[src/inc/frpd_pkg.sv]
// Constants and types for the fast read parameter word bank.
// ============================================================
package frpd_pkg;
    // ============================================================
    // Register map
    localparam int ADDR_W = 5;
    localparam logic [4:0] OFS_SUP = 5'h00;
    localparam logic [4:0] OFS_DUAL = 5'h04;
    localparam logic [4:0] OFS_QUAD = 5'h08;
    localparam logic [4:0] OFS_CTRL = 5'h0c;
    localparam logic [4:0] OFS_STAT = 5'h10;
    // ============================================================
    // Field layout
    localparam int SUP_QUAD_BIT = 4;
    localparam int SUP_DUAL_BIT = 0;
    localparam int OP_LSB = 24;
    localparam int MODE_LSB = 21;
    localparam int DUMMY_LSB = 16;
    localparam int MODE_MAX = 7;
    localparam int DUMMY_MAX = 31;
    localparam logic [26:0] RSVD_SUP_HI = 27'h7ff_ffff;
    localparam logic [2:0] RSVD_SUP_MID = 3'h7;
    localparam logic [15:0] RSVD_LO = 16'hffff;
    localparam int LAT_W = 2;
    localparam logic [1:0] CTRL_RST = 2'h0;
    localparam int STAT_ERR_BIT = 0;
    localparam int CNT_LSB = 16;
    localparam int CNT_W = 16;
    localparam logic [15:0] CNT_RST = 16'h0000;
    localparam logic [1:0] RESP_OK = 2'h0;
    localparam logic [1:0] RESP_SLVERR = 2'h2;
    // ============================================================
    // Default advertised values
    localparam logic DEF_SUP = 1'b1;
    localparam logic [7:0] DEF_OP = 8'h00;
    localparam int DEF_MODE = 2;
    localparam int DEF_DUMMY = 4;
    // ============================================================
    // Bus states
    typedef enum logic [1:0] {
        ST_IDLE = 2'b00,
        ST_WAIT = 2'b01,
        ST_ACK = 2'b10
    } frpd_state_e;
endpackage

[src/inc/frpd_word_if.sv]
// Interface carrying the assembled parameter words.
`timescale 1ns/1ps
interface frpd_word_if;
    logic [31:0] word [0:2];
    modport src (output word);
    modport snk (input word);
endinterface

[src/hw/frpd_rom.sv]
// Constant parameter word assembler.
`timescale 1ns/1ps
module frpd_rom
    import frpd_pkg::*;
#(
    parameter logic DUAL_SUP = DEF_SUP,
    parameter logic [7:0] DUAL_OP = DEF_OP,
    parameter logic [2:0] DUAL_MODE = 3'h2,
    parameter logic [4:0] DUAL_DUMMY = 5'h04,
    parameter logic QUAD_SUP = DEF_SUP,
    parameter logic [7:0] QUAD_OP = DEF_OP,
    parameter logic [2:0] QUAD_MODE = 3'h2,
    parameter logic [4:0] QUAD_DUMMY = 5'h04
)
(
    frpd_word_if.src words
);
    // ============================================================
    // Mode words
    localparam logic [7:0] OPS [0:1] = '{DUAL_OP, QUAD_OP};
    localparam logic [2:0] MODES [0:1] = '{DUAL_MODE, QUAD_MODE};
    localparam logic [4:0] DUMMIES [0:1] = '{DUAL_DUMMY, QUAD_DUMMY};

    genvar m;
    for (m = 0; m < 2; m++)
    begin : g_mode
        // Opcode, mode clocks, dummy clocks, reserved ones.
        assign words.word[m + 1] = {OPS[m], MODES[m], DUMMIES[m], RSVD_LO};
    end

    // ============================================================
    // Support word
    assign words.word[0] = {RSVD_SUP_HI, QUAD_SUP, RSVD_SUP_MID, DUAL_SUP};
endmodule // frpd_rom

[src/hw/frpd_regs.sv]
// Avalon-MM slave serving the fast read parameter words.
`timescale 1ns/1ps
module frpd_regs
    import frpd_pkg::*;
#(
    parameter logic DUAL_SUP = DEF_SUP,
    parameter logic [7:0] DUAL_OP = DEF_OP,
    parameter int DUAL_MODE = DEF_MODE,
    parameter int DUAL_DUMMY = DEF_DUMMY,
    parameter logic QUAD_SUP = DEF_SUP,
    parameter logic [7:0] QUAD_OP = DEF_OP,
    parameter int QUAD_MODE = DEF_MODE,
    parameter int QUAD_DUMMY = DEF_DUMMY
)
(
    input wire logic mclk_i,
    input wire logic rst_i,
    input wire logic [ADDR_W-1:0] address_i,
    input wire logic read_i,
    input wire logic write_i,
    input wire logic [31:0] writedata_i,
    input wire logic [3:0] byteenable_i,
    output logic [31:0] readdata_o,
    output logic [1:0] response_o,
    output logic waitrequest_o
);
    // ============================================================
    // Elaboration checks
    localparam int MODES [0:1] = '{DUAL_MODE, QUAD_MODE};
    localparam int DUMMIES [0:1] = '{DUAL_DUMMY, QUAD_DUMMY};
    localparam logic SUPS [0:1] = '{DUAL_SUP, QUAD_SUP};

    genvar k;
    for (k = 0; k < 2; k++)
    begin : g_chk
        if (MODES[k] < 0 || MODES[k] > MODE_MAX)
        begin : g_bad_mode
            $error("Mode clock count does not fit its field.");
        end
        if (DUMMIES[k] < 0 || DUMMIES[k] > DUMMY_MAX)
        begin : g_bad_dummy
            $error("Dummy clock count does not fit its field.");
        end
        // A supported mode with no dummy clocks lets both ends drive the lines.
        if (SUPS[k] && DUMMIES[k] == 0)
        begin : g_no_dummy
            $error("Supported mode advertises zero dummy clocks.");
        end
    end

    // ============================================================
    // Parameter words
    frpd_word_if u_words ();

    frpd_rom #(
        .DUAL_SUP(DUAL_SUP),
        .DUAL_OP(DUAL_OP),
        .DUAL_MODE(3'(DUAL_MODE)),
        .DUAL_DUMMY(5'(DUAL_DUMMY)),
        .QUAD_SUP(QUAD_SUP),
        .QUAD_OP(QUAD_OP),
        .QUAD_MODE(3'(QUAD_MODE)),
        .QUAD_DUMMY(5'(QUAD_DUMMY))
    ) u_rom (
        .words(u_words)
    );

    // ============================================================
    // Bus state
    frpd_state_e state_r;
    frpd_state_e state_nxt;
    logic [LAT_W-1:0] cnt_r;
    logic [LAT_W-1:0] cnt_nxt;
    logic [ADDR_W-1:0] addr_r;
    logic [ADDR_W-1:0] addr_nxt;
    logic wr_r;
    logic wr_nxt;
    logic wait_r;
    logic wait_nxt;
    logic [31:0] rdata_r;
    logic [31:0] rdata_nxt;
    logic [1:0] resp_r;
    logic [1:0] resp_nxt;

    // ============================================================
    // Control and status state
    logic [LAT_W-1:0] lat_r;
    logic [LAT_W-1:0] lat_nxt;
    logic err_r;
    logic err_nxt;
    logic [CNT_W-1:0] rdcnt_r;
    logic [CNT_W-1:0] rdcnt_nxt;

    // ============================================================
    // Decode
    logic hit;
    logic param_hit;
    logic [31:0] rd_mux;
    logic done;

    always_comb
    begin
        param_hit = (addr_r == OFS_SUP) || (addr_r == OFS_DUAL) || (addr_r == OFS_QUAD);
        hit = param_hit || (addr_r == OFS_CTRL) || (addr_r == OFS_STAT);
        case (addr_r)
            OFS_SUP: rd_mux = u_words.word[0];
            OFS_DUAL: rd_mux = u_words.word[1];
            OFS_QUAD: rd_mux = u_words.word[2];
            OFS_CTRL: rd_mux = {{(32 - LAT_W){1'b0}}, lat_r};
            OFS_STAT: rd_mux = {rdcnt_r, 15'h0000, err_r};
            default: rd_mux = 32'h0000_0000;
        endcase
        done = (state_r == ST_ACK);
    end

    // ============================================================
    // Bus handshake
    // The request is latched on entry, so a master that holds it steady
    // sees one answer whose latency is set by the control register.
    always_comb
    begin
        state_nxt = state_r;
        cnt_nxt = cnt_r;
        addr_nxt = addr_r;
        wr_nxt = wr_r;
        wait_nxt = 1'b1;
        rdata_nxt = rdata_r;
        resp_nxt = resp_r;
        case (state_r)
            ST_IDLE:
            begin
                if (read_i || write_i)
                begin
                    state_nxt = ST_WAIT;
                    cnt_nxt = lat_r;
                    addr_nxt = address_i;
                    wr_nxt = write_i;
                end
            end
            ST_WAIT:
            begin
                if (cnt_r == '0)
                begin
                    state_nxt = ST_ACK;
                    wait_nxt = 1'b0;
                    rdata_nxt = wr_r ? 32'h0000_0000 : rd_mux;
                    resp_nxt = hit ? RESP_OK : RESP_SLVERR;
                end
                else
                begin
                    cnt_nxt = cnt_r - 1'b1;
                end
            end
            ST_ACK:
            begin
                state_nxt = ST_IDLE;
            end
            default:
            begin
                state_nxt = ST_IDLE;
            end
        endcase
    end

    always_ff @(posedge mclk_i or posedge rst_i)
    begin
        if (rst_i)
        begin
            state_r <= ST_IDLE;
            cnt_r <= '0;
            addr_r <= '0;
            wr_r <= 1'b0;
            wait_r <= 1'b1;
            rdata_r <= 32'h0000_0000;
            resp_r <= RESP_OK;
        end
        else
        begin
            state_r <= state_nxt;
            cnt_r <= cnt_nxt;
            addr_r <= addr_nxt;
            wr_r <= wr_nxt;
            wait_r <= wait_nxt;
            rdata_r <= rdata_nxt;
            resp_r <= resp_nxt;
        end
    end

    assign waitrequest_o = wait_r;
    assign readdata_o = rdata_r;
    assign response_o = resp_r;

    // ============================================================
    // Control and status registers
    // Writes land at the edge that completes the transfer, when the
    // master still holds its data. Parameter words ignore writes.
    always_comb
    begin
        lat_nxt = lat_r;
        err_nxt = err_r;
        rdcnt_nxt = rdcnt_r;
        if (done && wr_r && addr_r == OFS_CTRL && byteenable_i[0])
        begin
            lat_nxt = writedata_i[LAT_W-1:0];
        end
        if (done && wr_r && addr_r == OFS_STAT && byteenable_i[0] && writedata_i[STAT_ERR_BIT])
        begin
            err_nxt = 1'b0;
        end
        // A new miss in the clearing cycle must not be lost.
        if (done && !hit)
        begin
            err_nxt = 1'b1;
        end
        if (done && !wr_r && param_hit)
        begin
            rdcnt_nxt = rdcnt_r + 1'b1;
        end
    end

    always_ff @(posedge mclk_i or posedge rst_i)
    begin
        if (rst_i)
        begin
            lat_r <= CTRL_RST;
            err_r <= 1'b0;
            rdcnt_r <= CNT_RST;
        end
        else
        begin
            lat_r <= lat_nxt;
            err_r <= err_nxt;
            rdcnt_r <= rdcnt_nxt;
        end
    end

    logic ack_rd;
    assign ack_rd = !wait_r && !wr_r;
endmodule // frpd_regs

[config.mk]
export PLATFORM = sky130hd
export DESIGN_NAME = frpd_regs
export DESIGN_NICKNAME = d
export VERILOG_FILES = /design/src/inc/frpd_pkg.sv /design/src/inc/frpd_word_if.sv /design/src/hw/frpd_rom.sv /design/src/hw/frpd_regs.sv
export SDC_FILE = /design/constraint.sdc
export NUM_CORES = 1
export LEC_CHECK = 0
export BUFFER_PORTS_ARGS = -buffer_cell sky130_fd_sc_hd__buf_2
export CORE_MARGIN = 2
export CORE_UTILIZATION = 61
export CTS_CLUSTER_SIZE = 30
export DETAILED_ROUTE_END_ITERATION = 8
export HOLD_SLACK_MARGIN = 0.06
export PLACE_DENSITY = 0.95
export SKIP_LAST_GASP = 1
export SYNTH_ARGS = -nofsm -noshare
export SYNTH_HDL_FRONTEND = slang
export SYNTH_HIERARCHICAL = 1
export SYNTH_SLANG_ARGS = --single-unit
[constraint.sdc]
create_clock -name mclk_i -period 2.8 [get_ports mclk_i]
set_clock_uncertainty 0.1 [all_clocks]
set_input_delay 0.42 -clock mclk_i [delete_from_list [all_inputs] [get_ports mclk_i]]
set_output_delay 0.42 -clock mclk_i [all_outputs]
set_load 0.05 [all_outputs]
==> results.md <==
* Pleak at between 2 and 2.5 nW
* Crit path buf inv count at 1
* CTS sink cnt at 63
* Tmin final at 2340 ps
* Width of the die at 86.2 um
* Crit path required time at 2950 ps
* Mean Syn Cell Area at 9.46 sq um
* Max Fclk at 427 MHz
* Sequential Power Share at 0.330
* Clock share of power at 0.181
* Congestion Overflow GR at 0
* Hpwl dp at 5290 um
* Sequential fraction of the synthesis area at 0.382
* Power Dens Cells at around 940 mW/mm^2
* Chip Height at between 80 and 90 um
* Avg Vias per Cell at 5.14
* Yosys top cell by area: dfrtp_1
* Type of origin of the critical path: flip-flop
* Total net switching power at 1.77 mW
* CP cell instances: inv_1, ha_1, nand3b_4, or4_1, o21ai_0
* Area contributors post-synth: dfrtp_1, buf_4, mux2i_1
* Internal Power at 2.15 mW
* Share of cells above drive strength 1 at 0.170
* Crit end category: flip-flop
* Min-Delay Path Class: input pin to asynchronous set/reset pin
* Fin crit share at 0.836
* GP Congestion at between 0.8 and 0.9
* Post-synth EDFFs at 0
* First-pass GRT wire length at 12800 um
* Slowest CP cell: or4_1
* Vias in the first global route at 2856
* CTS tree: built
* Number of setup violations in the final report at 0
* DRC errors left at 0
* Peak supply drop at between 0.5 and 0.6 mV
* Mapped Area at just over 0.004 sq mm
* Clock network latency to the later pin of the worst-skew pair at 340 ps
* Initial core utilization at 0.639
* Root buffer cell: clkbuf_8
* Relative slew margins at 0.430
* Antenna cells at 0
* Final Max Tran Viols at 0
* Synth Flop Type: dfrtp_1
* Num rows at 29
* RSZ-0062 raised after global routing: false
* Area of the core at between 0.006 and 0.007 sq mm
* Mapped Cells at roughly 440
* Worst EP arrival at 2490 ps
* Post-Route WL at 7580 um
* Synth top area share at 0.376
* Filler cells at 518
* Share of flip-flops with an asynchronous set or reset at 1.00
* Post-CTS Hold Fix Bufs at 0
* Clock Path Buffers at 2
* WS Path Type: flip-flop to flip-flop
* Post-CTS sizing at 0
* Critical-path maximum fanout at 25
* Die area at 0.00744 sq mm
* DR pass1 iterations at 4
* Net Sw Frac at 0.452
* Total negative slack at 0 ps
* Vias at between 2000 and 3000
* Final Hold Fails at 0
* Largest delay share family, worst path: simple AND/OR/NAND/NOR gates
* Yosys warnings at 6
* Yosys reg bits at 63
* CTS buffer count at 9
* Postcts setup bufs at 0
* Crit-path max cell delay at 940 ps
* Tot GR Track Use at 0.222
* Post-DR wirelength/cell at between 10 and 15 um
* Initial antenna violation count at 0
* ANT nets after route at 0
* Area grow syn2layout at 1.15%
* # nets final at 519
* Max Cap Viol at 0
* Pin count of the biggest net entering global routing at 36
* Post-layout util at 0.646
* CTS clk-pin slew, worst paths at about 70 ps
* I/O Pins at 80
* DRT iter0 DRCs at 198
* Port-buffer cells at 45
* Unique masters post-synth at between 40 and 50
* Comb pwr share at 0.489
* Worst slew pin tran at 855 ps
* Outcome: finished, final reports clean
* CTS H-Tree Depth at 3
-- per-stage QoR --
stage               hold WS [ps]  setup slack, ps  instances  cell area (sq um)  total power, mW
floorplan                    342              712        530               4480             2.94
global placement             361              516        538               4000             3.13
detailed placement           371              431        538               4000             3.22
CTS                         74.0              417        554               4170             3.93
global route                 110              257        554               4170             4.17
finish                      50.3              458        554               4170             3.92
-- synth_stat cells, drive strengths merged (6+ instances only) --
cell type  count
buf          113
dfrtp         62
mux2i         33
nor2          29
a21oi         27
o21ai         27
nand2         23
a22oi         16
mux2          10
nor3          10
xor2           9
a22o           8
clkbuf         8
inv            7
xnor2          6
-- worst register-to-register path, cell delays in order (launching register included) --
cell and delay (ps):
dfrtp_1 380, inv_1 70, ha_1 220, nand3b_4 220, or4_1 940, o21ai_0 310
-- path summary, 6_finish.rpt --
path	startpoint	end	slack, ps	cells past startpoint
setup / recovery	cnt_r[0]	readdata_o[5]	460	5
hold / removal	rst_i	readdata_o[12]	50	2
setup reg to reg	cnt_r[0]	readdata_o[5]	460	5
hold reg to reg	readdata_o[4]	readdata_o[4]	380	2
max in group asynchronous	rst_i	readdata_o[5]	1940	3
min in group mclk_i	address_i[1]	addr_r[1]	220	2
-- layout by cell type, fill, tap and decap left out, types with 2 or more instances in the layout --
cell,instances
a21oi_1,27
nor2b_1,2
a22oi_1,16
xor2_1,9
clkbuf_1,5
nor2_1,29
dfrtp_1,62
conb_1,97
nand2b_1,2
clkbuf_8,11
inv_1,6
xnor2_1,6
nor3_1,10
ha_1,2
nand4_1,5
o21ai_1,20
and4_1,2
mux2i_1,33
mux2_2,10
or3_1,2
nand2_1,23
buf_4,6
nand3_1,5
buf_2,45
a22o_1,8
o22ai_1,5
o21ai_0,7
nor4_1,3
-- layer usage --
layer	share of wire	up-vias	GRT usage	wire, um
met3	0.062	14	0.0514	473
li1	-	1378	-	-
met4	0.019	0	0.114	147
met5	0	-	0	0
met1	0.40	1377	0.269	3060
met2	0.51	78	0.372	3900
-- cells by family (layout without fill, tap and decap cells) --
kind of cell	count (synthesis)	after routing	share of synthesized area
muxes	44	44	0.113
adders and majority gates	2	2	0.00606
AOI/OAI and AO/OA	86	86	0.125
DFF	63	63	0.382
other	3	97	0.00273
xor gates and xnor gates	15	15	0.0318
and+or+nand+nor	95	95	0.123
buffers and inverters	128	75	0.216
-- flip-flops by register name, indices dropped and copies added (netlist names) --
name           count
addr_r             5
cnt_r              2
err_r              1
lat_r              2
rdcnt_r           16
readdata_o        32
response_o         1
state_r            2
waitrequest_o      1
wr_r               1
-- power by group through the flow --
stage	combinational, mW	clock (mW)	sequential, mW
floorplan	1.30	0	1.64
global placement	1.83	0	1.30
detailed placement	1.91	0	1.31
CTS	1.92	0.717	1.29
global route	2.09	0.757	1.32
finish	1.92	0.711	1.29
-- area by class of cell --
cell class	instances	area, sq um	area share
clock buffer	16	170	0.0408
sequential	63	1580	0.378
timing repair buffer	52	290	0.0695
inverter	7	26.3	0.00629
multi-input combinational	339	2010	0.482
tap	77	96.3	0.0231
Power figures use the tool's default switching activity.
